`config.mk`:
```
export PLATFORM = sky130hd
export DESIGN_NAME = imd_diag_config
export DESIGN_NICKNAME = d
export VERILOG_FILES = /design/src/design/imd_pkg.sv /design/src/design/imd_diag_config.sv
export SDC_FILE = /design/constraint.sdc
export NUM_CORES = 1
export LEC_CHECK = 0
export ABC_AREA = 1
export BUFFER_PORTS_ARGS = -buffer_cell sky130_fd_sc_hd__buf_4
export CORE_AREA = 2 2 194 196
export DETAILED_ROUTE_END_ITERATION = 16
export DIE_AREA = 0 0 196 198
export PLACE_DENSITY_LB_ADDON = 0.05
export REMOVE_ABC_BUFFERS = 1
export SLEW_MARGIN = 10
export SYNTH_ARGS = -nofsm -noshare
export SYNTH_HDL_FRONTEND = slang
export SYNTH_SLANG_ARGS = --single-unit
```
`constraint.sdc`:
```
create_clock -name clk_i -period 2.22 [get_ports clk_i]
set_input_delay 0.222 -clock clk_i [delete_from_list [all_inputs] [get_ports clk_i]]
set_output_delay 0.222 -clock clk_i [all_outputs]
set_load 0.05 [all_outputs]
```
`src/design/imd_pkg.sv`:
```
package imd_pkg;
  localparam logic [11:0] OFS_OPTIONS = 12'h404;
  localparam logic [11:0] OFS_ADDR_LOW = 12'h405;
  localparam logic [11:0] OFS_ADDR_MID = 12'h406;
  localparam logic [11:0] OFS_TEST_CTL = 12'h407;
  localparam logic [11:0] OFS_TEST_DATA = 12'h408;
  localparam logic [11:0] OFS_OBSERVE = 12'h409;
  localparam logic [11:0] OFS_SNAP_LOW = 12'h40a;
  localparam int OPT_ALT_DOWN_BIT = 6;
  localparam int OPT_GROUPING_LSB = 4;
  localparam int OPT_EXT_HEC_BIT = 3;
  localparam int CTL_SEL_LSB = 4;
  localparam int CTL_ADDR20_BIT = 7;
  localparam int OBS_WCNT_MSB_BIT = 5;
  localparam logic [7:0] OPTIONS_RST = 8'h00;
  localparam logic [7:0] ADDR_RST = 8'h00;
  localparam logic [7:0] CTL_RST = 8'h00;
  localparam logic [7:0] DATA_RST = 8'h00;
  localparam logic [4:0] PORT_RST = 5'h00;
  localparam logic [7:0] OPTIONS_WMASK = 8'h7f;
  localparam logic [7:0] OBSERVE_WMASK = 8'h1f;
  localparam logic [2:0] SEL_NORMAL = 3'h0;
  localparam logic [2:0] SEL_SRAM = 3'h1;
  localparam int SRAM_RD_CYCLES = 1;
  typedef enum logic [1:0] {IMD_IDLE, IMD_RD_WAIT, IMD_RD_TAKE} imd_tst_e;
endpackage : imd_pkg

```
`src/design/imd_diag_config.sv`:
```
// Strobed register access was left to the implementer.
`timescale 1ns/10ps
module imd_diag_config
  import imd_pkg::*;
#(
  parameter int NUM_GROUPS = 16,
  parameter int NUM_PORTS = 32,
  parameter int WCNT_W = 9
)
(
  input wire logic clk_i,
  input wire logic rst_i,
  input wire logic [11:0] addr_i,
  input wire logic [7:0] wdata_i,
  input wire logic wr_i,
  input wire logic rd_i,
  output logic [7:0] rdata_o,
  input wire logic [NUM_GROUPS-1:0] group_up_i,
  input wire logic [NUM_GROUPS-1:0] group_cav_i,
  input wire logic [NUM_GROUPS-1:0] group_all_cav_i,
  output logic [NUM_GROUPS-1:0] tx_cell_avail_out_o,
  output logic [1:0] phy_grouping_field_o,
  input wire logic [7:0] rx_hec_byte_i,
  input wire logic rx_hec_valid_i,
  input wire logic own_hec_err_i,
  output logic hec_err_o,
  input wire logic [4:0] tx_cell_bus_address_i,
  input wire logic [4:0] tx_cell_bus_address_ref_i,
  output logic tx_addr_match_o,
  input wire logic [4:0] rx_cell_bus_address_i,
  input wire logic [4:0] rx_cell_bus_address_ref_i,
  output logic rx_addr_match_o,
  output logic sram_test_o,
  output logic [20:0] sram_addr_o,
  output logic [7:0] sram_wdata_o,
  output logic sram_we_o,
  output logic sram_re_o,
  input wire logic [7:0] sram_rdata_i,
  output logic [4:0] observe_port_o,
  input wire logic [NUM_PORTS*WCNT_W-1:0] port_wcnt_i,
  input wire logic [NUM_PORTS-1:0] port_rphase_zero_i
);

  initial
  begin
    // the counter msb goes to the port-select register and its low byte to the snapshot register,
    // so anything narrower than nine bits would leave a hole in the readback
    if (NUM_PORTS < 1 || NUM_PORTS > 32 || WCNT_W < 9 || WCNT_W > 16 || NUM_GROUPS < 1)
      $error("imd_diag_config: unsupported parameters");
  end

  logic [7:0] options_r;
  logic [7:0] addr_low_r;
  logic [7:0] addr_mid_r;
  logic [7:0] test_ctl_r;
  logic [7:0] test_data_r;
  logic [4:0] port_r;
  logic [WCNT_W-1:0] snap_r;
  logic [7:0] rdata_r;
  logic [NUM_GROUPS-1:0] tx_cav_r;
  logic hec_err_r;
  logic tx_match_r;
  logic rx_match_r;
  logic sram_we_r;
  logic sram_re_r;
  logic sram_test_r;
  imd_tst_e tst_r;
  imd_tst_e tst_nxt;

  wire wr_opt = wr_i && addr_i == OFS_OPTIONS;
  wire wr_low = wr_i && addr_i == OFS_ADDR_LOW;
  wire wr_mid = wr_i && addr_i == OFS_ADDR_MID;
  wire wr_ctl = wr_i && addr_i == OFS_TEST_CTL;
  wire wr_dat = wr_i && addr_i == OFS_TEST_DATA;
  wire wr_obs = wr_i && addr_i == OFS_OBSERVE;
  wire rd_dat = rd_i && addr_i == OFS_TEST_DATA;

  wire [2:0] test_sel = test_ctl_r[CTL_SEL_LSB +: 3];
  wire test_on = test_sel == SEL_SRAM;
  wire [20:0] test_addr = {test_ctl_r[CTL_ADDR20_BIT], test_ctl_r[3:0], addr_mid_r, addr_low_r};

  // selected port counter and read-phase-zero strobe
  wire [WCNT_W-1:0] sel_wcnt = port_wcnt_i[port_r*WCNT_W +: WCNT_W];
  wire sel_rzero = port_rphase_zero_i[port_r];

  // mask selects which of bits 4..2 take part in matching
  wire [4:0] chk_mask = {options_r[2:0], 2'b11};
  wire tx_match = ((tx_cell_bus_address_i ^ tx_cell_bus_address_ref_i) & chk_mask) == 5'h00;
  wire rx_match = ((rx_cell_bus_address_i ^ rx_cell_bus_address_ref_i) & chk_mask) == 5'h00;

  // external flag in hec bit 7 or the internal checker
  wire hec_err = options_r[OPT_EXT_HEC_BIT] ? rx_hec_byte_i[7] : own_hec_err_i;

  wire [NUM_GROUPS-1:0] cav_down = options_r[OPT_ALT_DOWN_BIT] ? group_all_cav_i : '0;
  wire [NUM_GROUPS-1:0] cav_nxt = (group_up_i & group_cav_i) | (~group_up_i & cav_down);

  logic [7:0] rd_mux;
  always_comb
  begin
    case (addr_i)
      OFS_OPTIONS: rd_mux = options_r;
      OFS_ADDR_LOW: rd_mux = addr_low_r;
      OFS_ADDR_MID: rd_mux = addr_mid_r;
      OFS_TEST_CTL: rd_mux = test_ctl_r;
      OFS_TEST_DATA: rd_mux = test_data_r;
      OFS_OBSERVE: rd_mux = {2'b00, snap_r[WCNT_W-1], port_r};
      OFS_SNAP_LOW: rd_mux = snap_r[7:0];
      default: rd_mux = 8'h00;
    endcase
  end

  // a test-data read while test access is on launches an sram fetch; the byte
  // returned by the bus read is the one held before, so software reads twice
  always_comb
  begin
    tst_nxt = tst_r;
    case (tst_r)
      IMD_IDLE: if (test_on && rd_dat) tst_nxt = IMD_RD_WAIT;
      IMD_RD_WAIT: tst_nxt = IMD_RD_TAKE;
      IMD_RD_TAKE: tst_nxt = IMD_IDLE;
      default: tst_nxt = IMD_IDLE;
    endcase
  end

  always_ff @(posedge clk_i or posedge rst_i)
  begin
    if (rst_i)
    begin
      options_r <= OPTIONS_RST;
      addr_low_r <= ADDR_RST;
      addr_mid_r <= ADDR_RST;
      test_ctl_r <= CTL_RST;
      sram_test_r <= 1'b0;
      port_r <= PORT_RST;
    end
    else
    begin
      if (wr_opt) options_r <= wdata_i & OPTIONS_WMASK; // reserved bit held at zero
      if (wr_low) addr_low_r <= wdata_i;
      if (wr_mid) addr_mid_r <= wdata_i;
      if (wr_ctl) test_ctl_r <= wdata_i;
      // mode flag kept in its own flop so the output does not hang on a comparator
      if (wr_ctl) sram_test_r <= wdata_i[CTL_SEL_LSB +: 3] == SEL_SRAM;
      if (wr_obs) port_r <= wdata_i[4:0] & OBSERVE_WMASK[4:0];
    end
  end

  always_ff @(posedge clk_i or posedge rst_i)
  begin
    if (rst_i)
    begin
      test_data_r <= DATA_RST;
      tst_r <= IMD_IDLE;
      sram_we_r <= 1'b0;
      sram_re_r <= 1'b0;
    end
    else
    begin
      tst_r <= tst_nxt;
      sram_we_r <= test_on && wr_dat;
      sram_re_r <= test_on && rd_dat && tst_r == IMD_IDLE;
      if (wr_dat)
        test_data_r <= wdata_i;
      else if (tst_r == IMD_RD_TAKE)
        test_data_r <= sram_rdata_i;
    end
  end

  always_ff @(posedge clk_i or posedge rst_i)
  begin
    if (rst_i)
    begin
      snap_r <= '0;
      rdata_r <= 8'h00;
      tx_cav_r <= '0;
      hec_err_r <= 1'b0;
      tx_match_r <= 1'b0;
      rx_match_r <= 1'b0;
    end
    else
    begin
      if (sel_rzero) snap_r <= sel_wcnt;
      rdata_r <= rd_i ? rd_mux : 8'h00;
      tx_cav_r <= cav_nxt;
      hec_err_r <= rx_hec_valid_i && hec_err;
      tx_match_r <= tx_match;
      rx_match_r <= rx_match;
    end
  end

  assign rdata_o = rdata_r;
  assign tx_cell_avail_out_o = tx_cav_r;
  assign phy_grouping_field_o = options_r[OPT_GROUPING_LSB +: 2];
  assign hec_err_o = hec_err_r;
  assign tx_addr_match_o = tx_match_r;
  assign rx_addr_match_o = rx_match_r;
  assign sram_test_o = sram_test_r;
  assign sram_addr_o = test_addr;
  assign sram_wdata_o = test_data_r;
  assign sram_we_o = sram_we_r;
  assign sram_re_o = sram_re_r;
  assign observe_port_o = port_r;

  a_down_inactive: assert property (@(posedge clk_i) disable iff (rst_i)
    !options_r[OPT_ALT_DOWN_BIT] |=> ((tx_cell_avail_out_o & ~$past(group_up_i)) == '0))
    else $error("down group drives cell-available");
  a_down_alt: assert property (@(posedge clk_i) disable iff (rst_i)
    options_r[OPT_ALT_DOWN_BIT] |=>
      ((tx_cell_avail_out_o & ~$past(group_up_i)) == ($past(group_all_cav_i) & ~$past(group_up_i))))
    else $error("alternate down mode wrong");
  a_hec_select: assert property (@(posedge clk_i) disable iff (rst_i)
    rx_hec_valid_i && options_r[OPT_EXT_HEC_BIT] |=> hec_err_o == $past(rx_hec_byte_i[7]))
    else $error("external hec flag not used");
  a_addr_mask: assert property (@(posedge clk_i) disable iff (rst_i)
    (options_r[2:0] == 3'h0 && tx_cell_bus_address_i[1:0] == tx_cell_bus_address_ref_i[1:0]) |=> tx_addr_match_o)
    else $error("masked address bits checked");
  a_test_addr: assert property (@(posedge clk_i) disable iff (rst_i)
    wr_ctl |=> sram_addr_o[20:16] == {$past(wdata_i[7]), $past(wdata_i[3:0])})
    else $error("test address top bits wrong");
  a_sram_write: assert property (@(posedge clk_i) disable iff (rst_i)
    (wr_dat && test_on) |=> sram_we_o && sram_wdata_o == $past(wdata_i))
    else $error("test write not issued");
  a_normal_quiet: assert property (@(posedge clk_i) disable iff (rst_i)
    !test_on |=> !sram_we_o && !sram_re_o)
    else $error("sram access outside test mode");
  a_sram_fetch: assert property (@(posedge clk_i) disable iff (rst_i)
    (rd_dat && test_on && tst_r == IMD_IDLE && !wr_i) ##1 !wr_dat ##1 !wr_dat |=>
      test_data_r == $past(sram_rdata_i))
    else $error("fetched byte not held");
  a_port_sel: assert property (@(posedge clk_i) disable iff (rst_i)
    wr_obs |=> observe_port_o == $past(wdata_i[4:0]))
    else $error("port select not stored");
  a_snapshot: assert property (@(posedge clk_i) disable iff (rst_i)
    sel_rzero |=> snap_r == $past(sel_wcnt))
    else $error("write counter not captured");

  a_grouping_out: assert property (@(posedge clk_i) disable iff (rst_i)
    wr_opt
    |=> phy_grouping_field_o == $past(wdata_i[OPT_GROUPING_LSB +: 2]))
    else $error("grouping field not stored");
  a_grouping_hold: assert property (@(posedge clk_i) disable iff (rst_i)
    !wr_opt
    |=> $stable(phy_grouping_field_o))
    else $error("grouping field changed without a write");

  a_hec_own: assert property (@(posedge clk_i) disable iff (rst_i)
    rx_hec_valid_i && !options_r[OPT_EXT_HEC_BIT]
    |=> hec_err_o == $past(own_hec_err_i))
    else $error("own hec checker not used");
  a_hec_idle: assert property (@(posedge clk_i) disable iff (rst_i)
    !rx_hec_valid_i
    |=> !hec_err_o)
    else $error("hec error without a byte");

  a_rx_mask: assert property (@(posedge clk_i) disable iff (rst_i)
    (options_r[2:0] == 3'h0 && rx_cell_bus_address_i[1:0] == rx_cell_bus_address_ref_i[1:0])
    |=> rx_addr_match_o)
    else $error("masked rx address bits checked");

  a_addr_low: assert property (@(posedge clk_i) disable iff (rst_i)
    wr_low
    |=> sram_addr_o[7:0] == $past(wdata_i))
    else $error("test address low byte wrong");
  a_addr_mid: assert property (@(posedge clk_i) disable iff (rst_i)
    wr_mid
    |=> sram_addr_o[15:8] == $past(wdata_i))
    else $error("test address middle byte wrong");
  a_addr_hold: assert property (@(posedge clk_i) disable iff (rst_i)
    !wr_low && !wr_mid && !wr_ctl
    |=> $stable(sram_addr_o))
    else $error("test address moved without a write");
  a_test_flag: assert property (@(posedge clk_i) disable iff (rst_i)
    wr_ctl
    |=> sram_test_o == ($past(wdata_i[CTL_SEL_LSB +: 3]) == SEL_SRAM))
    else $error("test mode flag wrong");

  a_data_store: assert property (@(posedge clk_i) disable iff (rst_i)
    wr_dat
    |=> test_data_r == $past(wdata_i))
    else $error("test data not stored");
  a_fetch_launch: assert property (@(posedge clk_i) disable iff (rst_i)
    rd_dat && test_on && tst_r == IMD_IDLE
    |=> sram_re_o)
    else $error("test fetch not launched");
  a_fetch_single: assert property (@(posedge clk_i) disable iff (rst_i)
    sram_re_o
    |=> !sram_re_o)
    else $error("test fetch repeated");

  a_port_hold: assert property (@(posedge clk_i) disable iff (rst_i)
    !wr_obs
    |=> $stable(observe_port_o))
    else $error("port select changed without a write");
  a_observe_read: assert property (@(posedge clk_i) disable iff (rst_i)
    rd_i && addr_i == OFS_OBSERVE
    |=> rdata_o == {2'b00, $past(snap_r[WCNT_W-1]), $past(port_r)})
    else $error("port select readback wrong");
  a_snap_read: assert property (@(posedge clk_i) disable iff (rst_i)
    rd_i && addr_i == OFS_SNAP_LOW
    |=> rdata_o == $past(snap_r[7:0]))
    else $error("snapshot readback wrong");
  a_snap_hold: assert property (@(posedge clk_i) disable iff (rst_i)
    !sel_rzero
    |=> $stable(snap_r))
    else $error("snapshot changed without a strobe");

endmodule : imd_diag_config

```
==> qor.csv <==
stage;metric;value;unit
global_route;vias in the first global route;10400;
synthesis;Post-Synth Simple-Gate Area;53.1;%
finish;Area Overhead vs Synth;57.3;%
drt;remaining antenna violation count;0;
synthesis;xor/xnor cell area share of the yosys netlist;0.438;%
floorplanning;Top Ports;496;
worst_hold_path;Hold Path Class;primary input to register;
floorplanning;Core Area;37000;um^2
timing;Slew Limit Fails;0;
synthesis;syn avg cell area;5.60;um^2
global_route;initial antenna violation count;4;
clocking;TritonCTS Buffers;9;
timing;final hold violation count;0;
drt;DR pass1 iterations;6;
timing;setup ws final;0.235;ns
synthesis;post-synthesis cell area;8000;um^2
drt;Wirelength per Cell;17.0;um
timing;Setup Viol. Count Final;0;
finish;fin util;34.1;%
setup_path;reg2reg end;snap_r[8]$_DFFE_PP0P_;
floorplanning;die area;38800;um^2
synthesis;Compound-Gate Fraction of Synth Area;4.38;%
synthesis;largest area contributor in the netlist;nand2_1;
power;Cell Pwr Density;356;nW/um^2
timing;part of the cycle the worst path needs;89.4;%
setup_path;Setup crit start kind;register;
timing;fmax;504;MHz
flow_run;Max-Cap Viols;0;
timing;Worst Tran Pin Value;0.650;ns
clocking;clk sinks;85;
setup_path;critical path class;register to register;
synthesis;adder-cell share of the synthesized area;0;%
floorplanning;Die Y;198;um
setup_path;CP Data Required Time;2.50;ns
drt;DR DRC count;0;
synthesis;top post-synthesis cells by area;nand2_1 (30%), dfrtp_1 (27%), nand3_1 (17%);
synthesis;Syn Inst Count;1429;
synthesis;Seq/Total Area, Yosys;26.6;%
drt;vias per std cell;4.38;
global_route;GRT Util Overall;20.5;%
timing;final setup TNS;0;ns
synthesis;synthesis warning total;0;
synthesis;multiplexer share of the synthesized area;0;%
clocking;worst skew pair latency;0.35;ns
floorplanning;overall die width;196;um
setup_path;element type at the critical path end;register;
placed_design;worst slack at placement;0.167;ns
finish;Final #Nets;2311;
clocking;post-CTS setup buffer count;0;
placed_design;hpwl dp;31600;um
clocking;CTS tree;yes;
drt;final WL;40200;um
floorplanning;initial core utilization;21.7;%
power;leakage power;0.00723;uW
synthesis;Synth Register Bits;85;
clocking;root buffer selected by CTS;clkbuf_16;
timing;Slew HR;56.6;%
global_route;largest net degree at the start of global routing;69;
setup_path;reg-to-reg critical path startpoint;observe_port_o[0]$_DFFE_PP0P_;
clocking;Clk pin slew, worst setup/hold paths;0.07;ns
setup_path;r2r worst-path depth;13;
clocking;CTS Buffer Depth;2;
drt;vias post-DR;10400;
synthesis;share of the synthesized area in the top cell type;30.1;%
timing;Period minus WS final;1.99;ns
setup_path;Worst Setup EP;snap_r[8]$_DFFE_PP0P_;
synthesis;Netlist cell types;33;
power;Peak VDD IR;0.000320;V
placed_design;Final Wtd Congestion;0.829;
timing;Fin Clk Skew;0.0128;ns
global_route;total gr overflow;0;
timing;unrepaired setup endpoints after global routing;no;
status;status;complete, no violations;
clocking;H-tree level count;3;
global_route;first-pass GRT wire length;61400;um
setup_path;Max Fanout on Critical Path;54;
setup_path;flop2flop setup slack;0.23;ns
finish;layout cell share with drive strength beyond 1;31.4;%
placed_design;Buffers on Ports;488;
floorplanning;cell row count;71;
setup_path;Worst Setup SP;observe_port_o[0]$_DFFE_PP0P_;
synthesis;combinational family with the most area after synthesis;simple AND/OR/NAND/NOR gates;
drt;Initial DRC Count;494;
setup_path;Critical Path AT;2.27;ns
==> metal layers <==
metal	GRT usage [%]	part of all wire (%)	up-vias
li1	-	-	5303
met1	25.7	42	4694
met2	36.2	50	335
met3	4.02	6.5	32
met4	5.16	1.6	0
met5	0	0	-
==> what timing repair did <==
item                       CTS  global route
resized for setup            0             1
hold endpoints to repair     9             0
setup endpoints to repair    0             2
hold buffers                 1             0
==> report_power, final <==
part / internal [uW] / switching [uW]
registers: 1590 / 23.0
logic: 644 / 500
clock network: 1010 / 719
total: 3240 / 1240
==> Yosys cell counts (all sizes together) <==
cell type / instances
nand3: 276
buf: 64
xor2: 4
nand4: 9
inv: 209
and2: 1
clkinv: 1
nand3b: 1
a21oi: 4
nor4: 2
clkbuf: 19
dfrtp: 85
o22ai: 3
o21ai: 54
nor2: 40
nand2: 651
nor3: 6
==> logic make-up after synthesis <==
kind of cell	count (synthesis)
XOR/XNOR	4
buffers and inverters	293
AND/OR/NAND/NOR	986
AO/OA/AOI/OAI	61
flip-flops	85
==> placed cells by master (no fill, tap or decap), types with 2 or more instances in the layout <==
cell / instances
o22ai_1: 3
clkbuf_16: 9
bufinv_16: 2
nand4_2: 2
buf_4: 511
xor2_1: 4
inv_1: 199
o21ai_0: 26
nor4_1: 2
nand2_1: 641
nor2_1: 29
nand3_2: 2
inv_6: 2
nor3_1: 4
inv_2: 7
dfrtp_1: 82
o21ai_2: 11
diode_2: 4
a21oi_1: 4
clkinv_4: 3
nand2_2: 9
o21ai_1: 17
nand4_1: 7
dfrtp_4: 2
nor2_4: 10
nand3_1: 273
buf_12: 12
==> cell type report <==
class | count | area (um^2)
antenna | 4 | 10.0
clock buffer | 9 | 225
clock inverter | 7 | 106
fill | 4197 | 24400
inverter | 210 | 801
multi-input combinational | 1051 | 4630
sequential | 85 | 2140
tap | 474 | 593
timing repair buffer | 524 | 4090
==> flip-flops by register name, indices dropped and copies added (netlist names) <==
signal	flops
tx_cell_avail_out_o	16
snap_r	9
addr_low_r	8
addr_mid_r	8
rdata_o	8
sram_wdata_o	8
test_ctl_r	8
options_r	7
observe_port_o	5
tst_r	2
hec_err_o	1
rx_addr_match_o	1
sram_re_o	1
sram_test_o	1
sram_we_o	1
tx_addr_match_o	1
==> per-stage QoR <==
step | hold slack (ns) | cells | instance area, um^2 | power [uW]
finish | 0.0579 | 2364 | 12600 | 4480
global route | 0.0480 | 2364 | 12600 | 4740
CTS | 0.0431 | 2360 | 12600 | 4560
detailed placement | 0.163 | 2343 | 12200 | 2800
global placement | 0.162 | 2343 | 12200 | 2790
floorplan | 0.329 | 1346 | 7550 | 2040
==> worst min path at each step <==
| stage | cells past startpoint | startpoint | to | slack (ns) |
|---|---|---|---|---|
| 6_report | 2 | group_up_i[7] | tx_cell_avail_out_o[7]$_DFF_PP0_ | 0.06 |
| 3_5_place_dp | 2 | rst_i | tx_cell_avail_out_o[4]$_DFF_PP0_ | 0.16 |
| 2_1_floorplan | 1 | group_up_i[0] | tx_cell_avail_out_o[0]$_DFF_PP0_ | 0.33 |
| 4_1_cts | 2 | group_up_i[7] | tx_cell_avail_out_o[7]$_DFF_PP0_ | 0.04 |
| 5_1_grt | 2 | group_up_i[3] | tx_cell_avail_out_o[3]$_DFF_PP0_ | 0.05 |
| 3_3_place_gp | 2 | rst_i | tx_cell_avail_out_o[4]$_DFF_PP0_ | 0.16 |
==> critical path: stages (launching register included) <==
cell and delay, ns:
dfrtp_4 0.52, inv_4 0.18, buf_12 0.28, buf_4 0.25, nand2_1 0.06, nand2_1 0.06, nand2_1 0.04, nand3_1 0.07
nand3_1 0.08, nand2_1 0.08, nand2_1 0.05, nand2_1 0.12, nand2_1 0.06, nand2_1 0.05
(Power assumes the default switching activity.)
